===== config.mk =====
export PLATFORM = sky130hd
export DESIGN_NAME = rtc_host_port
export DESIGN_NICKNAME = d
export VERILOG_FILES = /design/src/logic/rtc_pkg.sv /design/src/logic/bcd_digit_counter.sv /design/src/logic/rtc_host_port.sv
export VERILOG_INCLUDE_DIRS = /design/src /design/src/logic
export SDC_FILE = /design/constraint.sdc
export NUM_CORES = 1
export LEC_CHECK = 0
export BUFFER_PORTS_ARGS = -buffer_cell sky130_fd_sc_hd__buf_2
export CORE_MARGIN = 2
export CORE_UTILIZATION = 38
export CTS_BUF_LIST = sky130_fd_sc_hd__clkbuf_16
export DETAILED_ROUTE_END_ITERATION = 12
export REMOVE_ABC_BUFFERS = 1
export SLEW_MARGIN = 25
export SYNTH_ARGS = -nofsm -noshare
export SYNTH_HDL_FRONTEND = slang
export SYNTH_SLANG_ARGS = --single-unit

===== constraint.sdc =====
create_clock -name clock_i -period 9.7 [get_ports clock_i]
set_clock_uncertainty 0.15 [all_clocks]
set_input_delay 1.455 -clock clock_i [delete_from_list [all_inputs] [get_ports clock_i]]
set_output_delay 1.455 -clock clock_i [all_outputs]
set_load 0.05 [all_outputs]

===== src/logic/rtc_cfg.svh =====
`ifndef RTC_CFG_SVH
`define RTC_CFG_SVH
// location map
`define LOC_MAIN_STATUS 5'h00
`define LOC_PERIODIC_FLAG 5'h03
`define LOC_OUTPUT_MODE 5'h02
`define LOC_IRQ_CTRL0 5'h03
`define LOC_IRQ_CTRL1 5'h04
`define LOC_CNT_FIRST 5'h05
`define LOC_CNT_LAST 5'h0c
// main status bits
`define MS_IRQ_BIT 0
`define MS_POWER_FAIL_IN_N_BIT 1
`define MS_PERIODIC_BIT 3
`define MS_BLOCK_BIT 6
// timing
`define CLK_PERIOD_NS 10
`define LOCKOUT_MIN_US 30
`define LOCKOUT_MAX_US 63
`define IRQ_DELAY_NS 16500
`define TICK_HZ 100
`define CLK_HZ 100000000
// synchroniser reset: osc, standby low, power good, strobes idle high
`define SYNC_IDLE 11'h1ff
`endif


===== src/logic/rtc_pkg.sv =====
`default_nettype none
package rtc_pkg;
  typedef enum logic [1:0] {ACC_IDLE, ACC_READ, ACC_WRITE} acc_state_t;
endpackage
`default_nettype wire


===== src/logic/bcd_digit_counter.sv =====
`timescale 1ns/1ps
`default_nettype none
`include "rtc_cfg.svh"
module bcd_digit_counter
(
  // clock
  input wire logic clock_i,
  input wire logic reset_n_i,
  input wire logic enable_i,
  // counting
  input wire logic inc_i,
  input wire logic [7:0] min_i,
  input wire logic [7:0] max_i,
  input wire logic load_i,
  input wire logic [7:0] load_value_i,
  output logic [7:0] value_o,
  output logic carry_o
);
  logic [7:0] value_q;
  logic [7:0] value_d;
  logic at_max;
  logic [7:0] bcd_inc;
  assign at_max = (value_q == max_i);
  assign bcd_inc = (value_q[3:0] == 4'h9) ?
    {value_q[7:4] + 4'h1, 4'h0} : {value_q[7:4], value_q[3:0] + 4'h1};
  assign carry_o = inc_i && at_max;
  assign value_d = load_i ? load_value_i :
    (!inc_i ? value_q : (at_max ? min_i : bcd_inc));
  assign value_o = value_q;
  always_ff @(posedge clock_i)
  begin
    if (!reset_n_i)
      value_q <= 8'h00;
    else if (enable_i)
      value_q <= value_d;
  end
endmodule
`default_nettype wire


===== src/logic/rtc_host_port.sv =====
`timescale 1ns/1ps
`default_nettype none
`include "rtc_cfg.svh"
module rtc_host_port
#(
  parameter int TICK_DIV = `CLK_HZ / `TICK_HZ,
  parameter int LOCKOUT_CYC = (`LOCKOUT_MIN_US * 1000 + `CLK_PERIOD_NS - 1)
                              / `CLK_PERIOD_NS,
  parameter int IRQ_DELAY_CYC = `IRQ_DELAY_NS / `CLK_PERIOD_NS
)
(
  // clock and reset
  input wire logic clock_i,
  input wire logic reset_n_i,
  input wire logic enable_i,
  // host bus
  input wire logic cs_n_i,
  input wire logic rd_n_i,
  input wire logic wr_n_i,
  input wire logic [4:0] location_select_i,
  input wire logic [7:0] data_i,
  output logic [7:0] data_o,
  output logic data_oe_o,
  // power and outputs
  input wire logic power_fail_in_n_i,
  input wire logic battery_mode_i,
  input wire logic osc_i,
  output logic irq_out_n_o,
  output logic irq_oe_o,
  output logic multi_function_out_o,
  output logic multi_function_oe_o,
  output logic lockout_o
);
  // ****************************************
  // synchronisers
  // ****************************************
  logic [10:0] meta_q;
  logic [10:0] sync_q;
  logic [7:0] dsync_meta_q;
  logic [7:0] dsync_q;
  always_ff @(posedge clock_i)
  begin
    if (!reset_n_i)
    begin
      // idle pin levels, so no false standby level follows reset
      meta_q <= `SYNC_IDLE;
      sync_q <= `SYNC_IDLE;
      dsync_meta_q <= 8'h00;
      dsync_q <= 8'h00;
    end
    else if (enable_i)
    begin
      meta_q <= {osc_i, battery_mode_i, power_fail_in_n_i,
                 location_select_i, cs_n_i, rd_n_i, wr_n_i};
      sync_q <= meta_q;
      dsync_meta_q <= data_i;
      dsync_q <= dsync_meta_q;
    end
  end
  logic s_osc, s_batt, s_pf_n, s_cs_n, s_rd_n, s_wr_n;
  logic [4:0] s_loc;
  assign s_osc = sync_q[10];
  assign s_batt = sync_q[9];
  assign s_pf_n = sync_q[8];
  assign s_loc = sync_q[7:3];
  assign s_cs_n = sync_q[2];
  assign s_rd_n = sync_q[1];
  assign s_wr_n = sync_q[0];

  // ****************************************
  // power fail lockout
  // ****************************************
  logic [$clog2(LOCKOUT_CYC+1)-1:0] pf_cnt_q;
  logic lockout_q;
  always_ff @(posedge clock_i)
  begin
    if (!reset_n_i)
    begin
      pf_cnt_q <= '0;
      lockout_q <= 1'b0;
    end
    else if (enable_i)
    begin
      if (s_pf_n)
      begin
        pf_cnt_q <= '0;
        lockout_q <= 1'b0;
      end
      else if (pf_cnt_q == LOCKOUT_CYC[$bits(pf_cnt_q)-1:0])
        lockout_q <= 1'b1;
      else
        pf_cnt_q <= pf_cnt_q + 1'b1;
    end
  end

  // ****************************************
  // access state machine
  // ****************************************
  rtc_pkg::acc_state_t state_q, state_d;
  logic [4:0] loc_q;
  logic rd_act, wr_act, wr_end;
  assign rd_act = !s_cs_n && !s_rd_n;
  assign wr_act = !s_cs_n && !s_wr_n;
  always_comb
  begin
    state_d = state_q;
    unique case (state_q)
      rtc_pkg::ACC_IDLE:
        if (!lockout_q && rd_act)
          state_d = rtc_pkg::ACC_READ;
        else if (!lockout_q && wr_act)
          state_d = rtc_pkg::ACC_WRITE;
      rtc_pkg::ACC_READ:
        if (!rd_act)
          state_d = rtc_pkg::ACC_IDLE;
      rtc_pkg::ACC_WRITE:
        if (!wr_act)
          state_d = rtc_pkg::ACC_IDLE;
      default:
        state_d = rtc_pkg::ACC_IDLE;
    endcase
  end
  // write lands when strobe pair ends, even if lockout sets after it began
  assign wr_end = (state_q == rtc_pkg::ACC_WRITE) && !wr_act;
  logic rd_end;
  assign rd_end = (state_q == rtc_pkg::ACC_READ) && !rd_act;
  logic [7:0] wdata_q;
  always_ff @(posedge clock_i)
  begin
    if (!reset_n_i)
    begin
      state_q <= rtc_pkg::ACC_IDLE;
      loc_q <= 5'h00;
      wdata_q <= 8'h00;
    end
    else if (enable_i)
    begin
      state_q <= state_d;
      if (state_q == rtc_pkg::ACC_IDLE && !lockout_q)
        loc_q <= s_loc;
      if (state_q == rtc_pkg::ACC_WRITE && wr_act)
        wdata_q <= dsync_q;
    end
  end

  // ****************************************
  // control registers
  // ****************************************
  logic block_sel_q;
  logic [7:0] out_mode_q, irq_ctrl0_q, irq_ctrl1_q, periodic_q;
  logic run_q, hour12_q;
  logic periodic_flag_q, power_fail_in_n_flag_q;
  logic tick;
  logic [7:0] cnt_val [8];
  logic [7:0] carry;
  function automatic logic is_cnt(input logic [4:0] loc);
    is_cnt = (loc >= `LOC_CNT_FIRST) && (loc <= `LOC_CNT_LAST);
  endfunction
  logic wr_ms, wr_om, wr_ic0, wr_ic1, rd_pf;
  assign wr_ms = wr_end && (loc_q == `LOC_MAIN_STATUS);
  assign wr_om = wr_end && block_sel_q && (loc_q == `LOC_OUTPUT_MODE);
  assign wr_ic0 = wr_end && block_sel_q && (loc_q == `LOC_IRQ_CTRL0);
  assign wr_ic1 = wr_end && block_sel_q && (loc_q == `LOC_IRQ_CTRL1);
  assign rd_pf = rd_end && !block_sel_q && (loc_q == `LOC_PERIODIC_FLAG);
  // periodic flags: bit 0 set on each tick, bit n set on carry out of byte n-1
  logic [7:0] periodic_set;
  assign periodic_set = tick ? {carry[6:0], 1'b1} & {8{run_q}} : 8'h00;
  always_ff @(posedge clock_i)
  begin
    if (!reset_n_i)
    begin
      block_sel_q <= 1'b0;
      out_mode_q <= 8'h00;
      irq_ctrl0_q <= 8'h00;
      irq_ctrl1_q <= 8'h00;
      periodic_q <= 8'h00;
      periodic_flag_q <= 1'b0;
      power_fail_in_n_flag_q <= 1'b0;
    end
    else if (enable_i)
    begin
      if (wr_ms)
        block_sel_q <= wdata_q[`MS_BLOCK_BIT];
      if (wr_om)
        out_mode_q <= wdata_q;
      if (wr_ic0)
        irq_ctrl0_q <= wdata_q;
      if (wr_ic1)
        irq_ctrl1_q <= wdata_q;
      // set beats the read-clear
      periodic_q <= (rd_pf ? 8'h00 : periodic_q) | periodic_set;
      if ((|(periodic_set & irq_ctrl0_q)))
        periodic_flag_q <= 1'b1;
      else if (wr_ms && wdata_q[`MS_PERIODIC_BIT])
        periodic_flag_q <= 1'b0;
      // stays set until power returns
      power_fail_in_n_flag_q <= irq_ctrl1_q[7] && !s_pf_n;
    end
  end
  assign run_q = out_mode_q[7];
  assign hour12_q = out_mode_q[6];

  // ****************************************
  // prescaler and counter chain
  // ****************************************
  logic [$clog2(TICK_DIV)-1:0] pre_q;
  always_ff @(posedge clock_i)
  begin
    if (!reset_n_i || !run_q)
      pre_q <= '0;
    else if (enable_i)
      pre_q <= (pre_q == TICK_DIV[$bits(pre_q)-1:0] - 1'b1) ? '0 :
               pre_q + 1'b1;
  end
  assign tick = run_q && (pre_q == TICK_DIV[$bits(pre_q)-1:0] - 1'b1);
  // order: hundredths, sec, min, hour, dom, month, year, dow
  logic [7:0] cmin [8];
  logic [7:0] cmax [8];
  logic [7:0] hours_bcd;
  logic meridian_q;
  assign hours_bcd = cnt_val[3];
  always_comb
  begin
    cmin = '{8'h00, 8'h00, 8'h00, 8'h00, 8'h01, 8'h01, 8'h00, 8'h01};
    cmax = '{8'h99, 8'h59, 8'h59, 8'h23, 8'h31, 8'h12, 8'h99, 8'h07};
    cmin[3] = hour12_q ? 8'h01 : 8'h00;
    cmax[3] = hour12_q ? 8'h12 : 8'h23;
  end
  logic [7:0] incs;
  logic hour_to_12;
  logic day_carry;
  // 12 h clock changes day on 11 pm to 12 am, not on the 12 to 1 wrap
  assign day_carry = hour12_q ? (hour_to_12 && meridian_q) : carry[3];
  assign incs = {day_carry, carry[5:4], day_carry, carry[2:0], tick};
  genvar gi;
  generate
    for (gi = 0; gi < 8; gi++)
    begin : g_cnt
      logic ld;
      // counters answer in both blocks
      assign ld = wr_end && (loc_q == `LOC_CNT_FIRST + 5'(gi));
      bcd_digit_counter u_cnt
      (
        .clock_i(clock_i),
        .reset_n_i(reset_n_i),
        .enable_i(enable_i),
        .inc_i(incs[gi]),
        .min_i(cmin[gi]),
        .max_i(cmax[gi]),
        .load_i(ld),
        .load_value_i(gi == 3 ? {1'b0, wdata_q[6:0]} : wdata_q),
        .value_o(cnt_val[gi]),
        .carry_o(carry[gi])
      );
    end
  endgenerate
  // hour carry: 11 -> 12 toggles meridian in 12 h mode
  assign hour_to_12 = carry[2] && hour12_q && (hours_bcd == 8'h11);
  always_ff @(posedge clock_i)
  begin
    if (!reset_n_i)
      meridian_q <= 1'b0;
    else if (enable_i)
    begin
      if (g_cnt[3].ld)
        meridian_q <= wdata_q[7];
      else if (hour_to_12)
        meridian_q <= ~meridian_q;
    end
  end

  // ****************************************
  // read mux and data pins
  // ****************************************
  logic [7:0] main_status, rd_mux;
  logic irq_pend;
  assign irq_pend = periodic_flag_q || power_fail_in_n_flag_q;
  assign main_status = {1'b0, block_sel_q, 2'b00, periodic_flag_q, 1'b0,
                        power_fail_in_n_flag_q, irq_pend};
  assign rd_mux = (loc_q == `LOC_MAIN_STATUS) ? main_status :
    is_cnt(loc_q) ? ((loc_q == `LOC_CNT_FIRST + 5'h3) ?
      {meridian_q & hour12_q, hours_bcd[6:0]} :
      cnt_val[3'(loc_q - `LOC_CNT_FIRST)]) :
    (block_sel_q && loc_q == `LOC_OUTPUT_MODE) ? out_mode_q :
    (block_sel_q && loc_q == `LOC_IRQ_CTRL0) ? irq_ctrl0_q :
    (block_sel_q && loc_q == `LOC_IRQ_CTRL1) ? irq_ctrl1_q :
    (!block_sel_q && loc_q == `LOC_PERIODIC_FLAG) ? periodic_q : 8'h00;
  // irq delay after a periodic or power fail flag sets, approximates pin latency
  logic [$clog2(IRQ_DELAY_CYC+1)-1:0] irq_cnt_q;
  logic irq_q, oe_q, mfo_q, mfo_oe_q;
  logic [7:0] dout_q;
  always_ff @(posedge clock_i)
  begin
    if (!reset_n_i)
    begin
      irq_cnt_q <= '0;
      irq_q <= 1'b0;
      oe_q <= 1'b0;
      dout_q <= 8'h00;
      mfo_q <= 1'b0;
      mfo_oe_q <= 1'b0;
    end
    else if (enable_i)
    begin
      if (!irq_pend)
      begin
        irq_cnt_q <= '0;
        irq_q <= 1'b0;
      end
      else if (irq_cnt_q == IRQ_DELAY_CYC[$bits(irq_cnt_q)-1:0])
        irq_q <= 1'b1;
      else
        irq_cnt_q <= irq_cnt_q + 1'b1;
      oe_q <= (state_d == rtc_pkg::ACC_READ) && (s_pf_n || !lockout_q)
              && !(!s_pf_n && state_q != rtc_pkg::ACC_READ);
      dout_q <= rd_mux;
      mfo_q <= out_mode_q[0] ? s_osc : power_fail_in_n_flag_q;
      mfo_oe_q <= !s_batt || (out_mode_q[0] ? s_osc : power_fail_in_n_flag_q);
    end
  end
  assign data_o = dout_q;
  assign data_oe_o = oe_q;
  assign irq_out_n_o = 1'b0;
  assign irq_oe_o = irq_q;
  assign multi_function_out_o = mfo_q;
  assign multi_function_oe_o = mfo_oe_q;
  assign lockout_o = lockout_q;
endmodule
`default_nettype wire


# After elaboration in Yosys (flattened, before gate mapping)
# Cells that the tools add are included.
# classes
bitwise,6
n_lt_le_gt_ge,3
reduce_logical,110
n_mux,66
eq_ne,38
addsub,20
# ops
operator,count
$mux 8,43
$add 4x1->4 const B,16
$logic_and 1x1->1,44
$reduce_and 2->1,20
$eq 4x4->1 const B,8
$eq 5x4->1 const B,5
$bmux 8 s3,1
$mux 12,2
$reduce_and 3->1,8
$reduce_bool 3->1,8
$mux 11,2
$reduce_bool 2->1,11
$add 20x1->20 const B,1
$eq 20x20->1 const B,1
$eq 5x3->1 const B,4
$mux 20,1
$and 8x8->8,2
$eq 8x5->1 const B,2
$eq 8x7->1 const B,2
$eq 8x8->1 const B,2
$add 12x1->12 const B,1
$eq 12x12->1 const B,1
$logic_not 1->1,12
$add 11x1->11 const B,1
other kinds (25),45
# totals
wordCells,283
register_bits,209
output_inout_bits,14
inputBits,22

# Longest topological paths before layout
# Gate-level depths: netlist (run 1).
# depth
depth_word,18
ltp_mapped,12
depth_no_buf,8

# By module
# Synthesis (run 1) repeated with hierarchy kept, for this count alone.
# unflattened
hier_cells,1506
hier_area_um2,13067.5
# by_module_without_submodules
mod,cells_per_inst,area_per_inst_um2,instances,seq_area_each_um2
rtc_host_port,786,7272.0,1,2902.8
bcd_digit_counter,90,724.4,8,160.2

# Least setup slack after synthesis (run 1)
# Ideal clock, no wire load.
# synth_path
kind,reg-to-reg
start,register loc_q[0]
end,"register dout_q[2], in the netlist data_o[2]"
arrival_time_ns,3.066
path_stages_with_launch,13
setup_time_ns,0.117
required_time_ns,9.433
slack_ns,6.366
path_cell_list,dfxtp_1 > buf_2 > buf_1 > inv_1 > ha_1 > clkbuf_1 > buf_1 > mux4_2 > mux2i_1 > nand2_1 > o21ai_0 > nand2_1 > a32o_1
# synth_between
elab_chain_cells,8
# synth_lines
element,line,text
from (decl),rtc_host_port.sv:100,logic [4:0] loc_q;
from (signal assigned),rtc_host_port.sv:140,loc_q <= s_loc;
$sub 3x3->3 (no source line) / $eq 5x2->1 (equally long branches),n/a,
$not 3->4 / $logic_and 1x1->1 (equally long branches),n/a,
$bmux 8 s3 / $mux 8 (equally long branches),"rtc_host_port.sv:283, rtc_host_port.sv:287",
"$mux 8, on equally long branches","rtc_host_port.sv:283, rtc_host_port.sv:286",
"$mux 8, on equally long branches","rtc_host_port.sv:283, rtc_host_port.sv:285",
"$mux 8, on equally long branches","rtc_host_port.sv:281, rtc_host_port.sv:284",
$mux 8,rtc_host_port.sv:281,is_cnt(loc_q) ? ((loc_q == `LOC_CNT_FIRST + 5'h3) ?
$mux 8 (*),rtc_host_port.sv:280,assign rd_mux = (loc_q == `LOC_MAIN_STATUS) ? main_status :
to (signal assigned),rtc_host_port.sv:316,dout_q <= rd_mux;
to (decl),rtc_host_port.sv:291,logic [7:0] dout_q;
# Every way passes the cells marked *; elsewhere a longest branch is shown, timed or not. The select of a mux whose other input is x is not followed.
# A chain may end at the register's enable or synchronous reset.

# Worst setup path in the final report (run 1)
# Same ends and word-level chain as after synthesis.

==> summary.txt, run 1 <==
Global-route wire length before repair -> 50400 um
CTS Buf Count -> 26
Hold Crit Start -> periodic_q[0]
Hpwl dp -> 21100 um
Antenna violations before repair -> 1
Crit-path most repeated cell -> nand2_1
H-tree depth -> 1
M2 GR Usage -> 31.2%
Max-cap violations -> 0
WP data arrival -> 3.71 ns
TNS Setup -> 0 ns
Yosys top cell by area -> dfxtp_1
Crit-path max FO -> 20
Row Count -> 63
IO Port Bufs -> 34
CTS tree -> yes
Fin area -> 12700 sq um
Hold Path End -> periodic_q[0]
Post-synthesis mux area share -> 11.4%
Met3 Usage GRT -> 3.06%
Synth Instances -> 1316
Post-route clock period utilization -> 35.3%
Worst r2r src -> loc_q[0]
Post-Syn Area -> 11300 sq um
Sw frac -> 23.5%
Fin Hold WS -> 0.304 ns
# setup viols final -> 0
Clock Power Share -> 52.6%
P_leak -> 4.65 nW
Fill count -> 2890
Crit Path Class -> reg2reg
Top-level port count -> 36
Antenna Diode Count -> 0
R2R depth -> 9
Chip height -> 176 um
Largest family of logic cells by synthesized area -> simple AND/OR/NAND/NOR gates
Commonest cells in the netlist -> dfxtp_1, nor2_1, nand2_1
Maximum vdd ir drop -> 0.000132 V
Power density over the cells -> 167 nW/um^2
Main synth FF type -> dfxtp_1
Grt met1 use -> 28.7%
Tmin final -> 3.43 ns
Hold Crit Class -> reg2reg
RSZ-0062 raised after global routing -> false
# clock sinks -> 209
CP endpoint kind -> flop
Core Area -> 29400 sq um
All-layer global routing usage -> 20.1%
Post-CTS setup buffers -> 0
Syn. warnings -> 0
Die X -> 176 um
DRT Pass-1 Iters -> 5
Max Slew Vio Count -> 0
Worst Hold Depth -> 2
Clk buf depth -> 3
CP peak stage delay -> 0.91 ns
Placer Congestion -> 0.878
Layout cells sized above 1 -> 9.37%
Post-synth top area share -> 37.2%
Post-synth EDFFs -> 0
Most common cell in the netlist -> dfxtp_1
Sw Pwr -> 0.000498 W
Vias in the first global route -> 8943
CTS root buffer -> clkbuf_16
Relative slew slack -> 35.0%
DRC -> 0
Routed len/inst -> 18.5 um
Routed vias -> 9840
Multi-input gate area -> 6620 sq um
Post-Syn Area per Cell -> 8.55 sq um
Synth area leaders -> dfxtp_1, mux2i_1, nor2_1
Initial drt markers -> 832
Nets -> 1365
Area share of fa/ha/maj cells after synthesis -> 4.42%
Worst setup SP type -> flop
Hold_buf cts -> 0
P&R area growth vs syn -> 12.5%
Post-Synth XOR/XNOR Area -> 3.03%
Flop and latch count out of synthesis -> 209
Crit-path cells -> buf_4 -> inv_1 -> ha_1 -> mux4_2 -> mux2i_1 -> nand2_1 -> o21ai_0 -> nand2_1 -> a32o_1
Worst skew pair latency -> 0.55 ns
ANT nets after route -> 0
Worst R2R End -> data_o[2]
Reg2Reg Setup Slack -> 6.27 ns
Starting Density -> 38.3%
Comb power frac -> 5.7%
Pint -> 0.00162 W
Outcome -> finished clean
Routed wire length -> 31700 um
DIE AREA -> 31000 sq um
Worst slew pin tran -> 0.972 ns
Max Freq -> 292 MHz
Part of the power in registers -> 41.7%
Synth async-reset ratio -> 0%
Post-cts gate resize count -> 0
Synth cell types -> 82
Simple-gate share of the synthesized area -> 22.9%
Reg clk slew, reported paths -> 0.06 ns
Seq. cell area -> 4180 sq um
Placed Area -> 11700 sq um
Gr ovfl total -> 0
Crit-path slowest cell -> ha_1
Largest net degree at the start of global routing -> 80
Sequential area share after synthesis -> 37.2%
Compound-Gate Fraction of Synth Area -> 16.9%
Vias per inst -> 5.74
Gr busiest metal -> met2
Final Core Density -> 43.1%
CP Data Required Time -> 9.98 ns
Hold Violations, Final -> 0
## power by group through the flow
stage	Clock, W	Sequential (W)	Combinational, W
after floorplan	0	0.000909	0.0000674
after global placement	0	0.000902	0.000120
after detailed placement	0	0.000903	0.000120
after CTS	0.00114	0.000884	0.000121
after global routing	0.00117	0.000885	0.000132
final	0.00111	0.000884	0.000121
## how the worst max path moves through the flow
stage / from / end / slack, ns / depth (start not counted)
finish: loc_q[0] / data_o[2] / 6.27 / 9
global route: loc_q[0] / data_o[2] / 6.06 / 9
CTS: pre_q[0] / g_cnt[5].u_cnt.value_o[7] / 6.24 / 7
floorplan: reset_n_i / g_cnt[5].u_cnt.value_o[1] / 5.48 / 3
global placement: reset_n_i / g_cnt[5].u_cnt.value_o[1] / 5.78 / 6
detailed placement: enable_i / g_cnt[6].u_cnt.value_o[5] / 5.76 / 8
## per-layer routing
metal | wire length [um] | share of wire (%) | vias up
li1 | - | - | 4740
met1 | 14700 | 46 | 4728
met2 | 14100 | 44 | 312
met3 | 2170 | 6.9 | 60
met4 | 775 | 2.4 | 0
met5 | 0 | 0 | -
## layout make-up
class	instances	share of cell area, %
clock buffer	26	5.14
clock inverter	22	2.73
inverter	40	1.21
multi-input combinational	986	52.3
sequential	209	33.0
tap	390	3.85
timing repair buffer	41	1.78
## sequential cells by signal, summed over array words and instances (netlist names), 5 cells and up
register,cells
dsync_q,8
meta_q,11
sync_q,11
g_cnt.u_cnt.value_o,64
dsync_meta_q,8
out_mode_q,8
pf_cnt_q,12
periodic_q,8
loc_q,5
wdata_q,8
irq_ctrl1_q,8
pre_q,20
irq_cnt_q,11
irq_ctrl0_q,8
data_o,8
## per-stage QoR
step | power (W) | cells | worst slack, ns
detailed placement | 0.00102 | 1666 | 5.76
global placement | 0.00102 | 1666 | 5.78
CTS | 0.00214 | 1714 | 6.24
floorplan | 0.000976 | 1235 | 5.48
finish | 0.00212 | 1714 | 6.27
global route | 0.00219 | 1714 | 6.06
## placed cells by master, fill, tap and decap left out, drive strengths merged, types with 12 or more instances in the layout
cell type	netlist	routed
ha	39	39
inv	39	41
nor3	33	33
clkinv	1	12
clkbuf	65	26
mux2i	92	92
and3	12	12
nor2b	13	13
nand2	117	117
o31ai	17	17
a31oi	15	15
xor2	21	21
mux4	16	16
buf	16	41
nor2	161	161
dfxtp	209	209
nand4	15	15
a211oi	28	28
a21oi	78	78
o21ai	72	72
or3	14	14
nand3	55	55
xnor2	18	18
## worst max-delay path: cells and delay by family (launching register included)
kind | cells | cell delay (ns)
adder cells (fa/ha/maj) | 1 | 0.91
multiplexers | 2 | 0.81
buffers and inverters | 2 | 0.50
AO/OA/AOI/OAI | 2 | 0.45
flip-flops | 1 | 0.30
AND/OR/NAND/NOR | 2 | 0.17
## cell families after synthesis
logic type,Yosys count
other,1
DFF,209
xor gates and xnor gates,39
and+or+nand+nor,506
muxes,108
buffers and inverters,121
adders and majority gates,40
AOI/OAI and AO/OA,292
Note: power is estimated with default switching activity, not from simulation.
==> run 2, diff against run 1 <==
ABC_AREA = 1   (was unset)
clock period = 3.4 ns   (was 9.7 ns; I/O delays follow)
==> summary.txt, run 2 <==
Synth area leaders -> dfxtp_1, nand2_1, nor2_1
TNS Setup -> 0 ns
Row Count -> 62
Max-cap violations -> 0
Max Slew Vio Count -> 0
Routed vias -> 10.7k
Vias in the first global route -> 9781
All-layer global routing usage -> 21.1%
H-tree depth -> 1
ANT nets after route -> 0
DIE AREA -> 30900 sq um
Worst r2r src -> loc_q[0]
Tmin final -> 2.69 ns
WP data arrival -> 2.99 ns
Routed wire length -> 32600 um
Gr ovfl total -> 0
CTS tree -> yes
Synth Instances -> 1600
DRC -> 0
Synth cell types -> 52
Worst slew pin tran -> 0.796 ns
Crit Path Class -> reg2reg
Post-CTS setup buffers -> 0
Place WS -> 0.759 ns
Hold Violations, Final -> 0
Flop and latch count out of synthesis -> 209
Hold Crit Class -> in2reg
Post-Syn Area per Cell -> 7.01 sq um
# setup viols final -> 0
Worst skew pair latency -> 0.54 ns
Fill count -> 3030
Post-synth top area share -> 37.3%
Antenna Diode Count -> 0
Crit-path max FO -> 41
Worst R2R End -> data_o[6]
Post-synth EDFFs -> 0
Yosys top cell by area -> dfxtp_1
Reg2Reg Setup Slack -> 0.71 ns
CP endpoint kind -> flop
Reg clk slew, reported paths -> 0.06 ns
Main synth FF type -> dfxtp_1
Top-level port count -> 36
Final Core Density -> 43.3%
Routed len/inst -> 16.1 um
Hold Path End -> meta_q[7]
Core Area -> 28900 sq um
Max Freq -> 371 MHz
Synth async-reset ratio -> 0%
Sequential area share after synthesis -> 37.3%
Layout cells sized above 1 -> 9.91%
Most common cell in the netlist -> nand2_1
Chip height -> 176 um
Initial drt markers -> 961
Final Worst Setup Slack -> 0.705 ns
CTS Buf Count -> 24
Commonest non-fill, non-tap cell in the layout -> nand2_1
CP Data Required Time -> 3.70 ns
Nets -> 1678
Largest net degree at the start of global routing -> 86
# clock sinks -> 209
Relative slew slack -> 46.9%
R2R depth -> 12
Global-route wire length before repair -> 52700 um
Power density over the cells -> 441 nW/um^2
Flip-flop count of the largest register after layout -> 64
Vias per inst -> 5.30
P&R area growth vs syn -> 11.4%
Maximum vdd ir drop -> 0.000352 V
Die X -> 176 um
Worst Hold Depth -> 3
Most frequent cells in the layout -> nand2_1, nor2_1, dfxtp_1
P_leak -> 4.92 nW
Placer Congestion -> 0.912
Worst setup SP type -> flop
CTS root buffer -> clkbuf_16
Post-Syn Area -> 11200 sq um
Hold Crit Start -> location_select_i[4]
IO Port Bufs -> 34
Syn. warnings -> 0
RSZ-0062 raised after global routing -> false
Antenna violations before repair -> 0
Post-cts gate resize count -> 0
Clk buf depth -> 3
Starting Density -> 38.8%
Post-route clock period utilization -> 79.3%
Outcome -> finished clean
Commonest cells in the netlist -> nand2_1, nor2_1, dfxtp_1
Hold_buf cts -> 0
Hpwl dp -> 23000 um
DRT Pass-1 Iters -> 6
[run 2: worst max-delay path by stage]
stage,from,to,cells past startpoint,slack [ns]
finish,loc_q[0],data_o[6],12,0.71
global route,loc_q[0],data_o[6],12,0.38
CTS,loc_q[0],data_o[6],12,0.73
detailed placement,loc_q[0],data_o[6],12,0.76
global placement,loc_q[0],data_o[6],12,0.80
floorplan,loc_q[0],out_mode_q[0],10,0.27
[run 2: metrics by stage]
step                      hold slack, ns  std cells  total power, W  cell area (sq um)
final                             0.0315       2019         0.00551              12500
after global routing              0.0320       2019         0.00574              12500
after CTS                         0.0170       2019         0.00556              12500
after detailed placement           0.294       1975         0.00307              11700
after global placement             0.285       1975         0.00307              11700
after floorplan                    0.274       1542         0.00290              11000
[run 2: cell type report]
class,count,area [sq um],share of cell area (%)
clock inverter,20,149,1.19
tap,384,480,3.85
timing repair buffer,49,285,2.28
multi-input combinational,1145,6080,48.7
inverter,188,708,5.67
sequential,209,4180,33.5
clock buffer,24,601,4.81
[run 2: where the power goes]
| group | switching (W) | internal, W |
|---|---|---|
| Sequential | 0.0000331 | 0.00250 |
| Clock | 0.00105 | 0.00143 |
| Combinational | 0.000345 | 0.000146 |
[run 2: worst max-delay path, cell delays in order (launching register included)]
cell	delay (ns)
dfxtp_1	0.35
inv_1	0.09
buf_4	0.34
ha_1	0.25
xor2_2	0.36
inv_1	0.25
o211ai_1	0.16
nand3_1	0.09
o21ai_0	0.14
nand2_1	0.09
nand2_1	0.09
o211ai_1	0.09
a21oi_1	0.15
[run 2: layer usage]
metal  share of wire, %  vias to the layer above  wire length [um]  GRT usage (%)
met3                7.2                       77              2350           3.74
met5                  0                        -                 0              0
met4                3.6                        0              1180           7.37
met1                 47                     4907             15500           30.3
li1                   -                     5363                 -              -
met2                 42                      352             13600           31.6
[run 2: logic make-up after synthesis]
family | count (synthesis) | synth area share (%)
DFF | 209 | 37.3
buffers and inverters | 246 | 8.45
xor gates and xnor gates | 42 | 3.35
other | 1 | 0.0335
adders and majority gates | 39 | 4.35
AOI/OAI and AO/OA | 393 | 19.5
and+or+nand+nor | 670 | 27.0
==> run 3, diff against run 2 <==
clock period = 2.76 ns   (was 3.4 ns; I/O delays follow)
==> summary.txt, run 3 (synthesis gave the netlist of run 2 again) <==
Core Area -> 28900 sq um
Outcome -> finished clean
DIE AREA -> 30900 sq um
CP Data Required Time -> 3.08 ns
Maximum vdd ir drop -> 0.000545 V
ANT nets after route -> 0
Fin area -> 12900 sq um
Top-level port count -> 36
WP data arrival -> 2.89 ns
Largest net degree at the start of global routing -> 73
Vias in the first global route -> 10.0k
Vias per inst -> 5.20
Fin Hold WS -> 0.222 ns
Tmin final -> 2.57 ns
Total Power -> 0.00691 W
Placer Congestion -> 0.914
Comb power frac -> 9.7%
P&R area growth vs syn -> 15.3%
Max-cap violations -> 0
Layout cells sized above 1 -> 11.3%
Worst skew pair latency -> 0.54 ns
Flip-flop count of the largest register after layout -> 64
Pint -> 0.00509 W
Initial drt markers -> 986
Antenna violations before repair -> 0
Cells after DPL -> 1995
Die X -> 176 um
Power density over the cells -> 535 nW/um^2
Antenna Diode Count -> 0
Placed Area -> 11900 sq um
Most frequent cells in the layout -> nand2_1, nor2_1, dfxtp_1
Post-CTS setup buffers -> 0
CTS tree -> yes
DRC -> 0
CTS root buffer -> clkbuf_16
P_leak -> 5.15 nW
RSZ-0062 raised after global routing -> false
# clock sinks -> 209
Worst setup SP type -> flop
Sw frac -> 26.3%
Max Slew Vio Count -> 0
All-layer global routing usage -> 21.3%
Cell Count, Final, Fillers Out -> 2065
Routed vias -> 10.7k
Post-route clock period utilization -> 93.2%
Gr ovfl total -> 0
CP endpoint kind -> flop
Crit Path Class -> reg2reg
DRT Pass-1 Iters -> 5
Relative slew slack -> 48.6%
Sw Pwr -> 0.00182 W
CTS Buf Count -> 26
Max Freq -> 389 MHz
Crit-path max FO -> 41
Hpwl dp -> 23100 um
Worst slew pin tran -> 0.770 ns
# setup viols final -> 0
Hold Crit Class -> in2reg
Row Count -> 62
Clk buf depth -> 3
Chip height -> 176 um
IO Port Bufs -> 34
Routed wire length -> 32800 um
Clock Power Share -> 45.2%
Global-route wire length before repair -> 53100 um
Routed len/inst -> 15.9 um
Reg clk slew, reported paths -> 0.06 ns
Part of the power in registers -> 45.1%
H-tree depth -> 1
Hold Violations, Final -> 0
Starting Density -> 38.8%
Commonest non-fill, non-tap cell in the layout -> nand2_1
Nets -> 1722
[run 3: worst paths after layout]
kind	from	end	slack, ns	cells after the start
worst max register to register	loc_q[0]	g_cnt[1].u_cnt.value_o[7]	0.19	13
worst min-delay path	enable_i	dsync_q[6]	0.22	4
worst min register to register	sync_q[1]	sync_q[1]	0.30	2
worst max-delay path	loc_q[0]	g_cnt[1].u_cnt.value_o[7]	0.19	13
[run 3: layout make-up]
class                      count  area, sq um
tap                          384          480
clock inverter                22          135
clock buffer                  26          651
inverter                     188          712
timing repair buffer          91          668
sequential                   209         4180
multi-input combinational   1145         6090
fill                        3023        15900
[run 3: critical path, stage by stage (launching register included)]
cell,delay [ns]
dfxtp_1,0.31
inv_1,0.07
buf_4,0.37
ha_1,0.23
inv_1,0.04
nor2_1,0.11
inv_1,0.09
nor2_2,0.23
inv_2,0.15
o22ai_2,0.26
nand2_2,0.15
inv_2,0.11
o21ai_0,0.09
nor2_1,0.15
[run 3: timing repair]
action | 4_1_cts | 5_1_grt
hold buffers | 22 | 0
setup endpoints to repair | 0 | 11
endpoints found under the hold margin | 24 | 0
resized for setup | 0 | 4
[run 3: metal layers]
layer	share of wire, %	track usage, %	vias up
met5	0	0	-
met4	2.9	6.71	0
met3	6.6	3.29	59
met2	42	32.1	320
met1	48	31.0	4900
li1	-	-	5449
[run 3: power by group through the flow]
stage / combinational (W) / clock [W] / sequential (W)
after floorplan: 0.000351 / 0 / 0.00322
after global placement: 0.000632 / 0 / 0.00318
after detailed placement: 0.000631 / 0 / 0.00318
after CTS: 0.000657 / 0.00321 / 0.00312
after global routing: 0.000740 / 0.00333 / 0.00312
final: 0.000668 / 0.00312 / 0.00312
[run 3: stage by stage]
step | utilization, % | setup TNS [ns] | worst slack [ns]
6_report | 44.8 | 0 | 0.187
5_1_grt | 44.8 | 0 | 0.00196
4_1_cts | 44.7 | 0 | 0.166
3_5_place_dp | 41.2 | 0 | 0.204
3_3_place_gp | 41.2 | 0 | 0.193
2_1_floorplan | - | -5.80 | -0.368
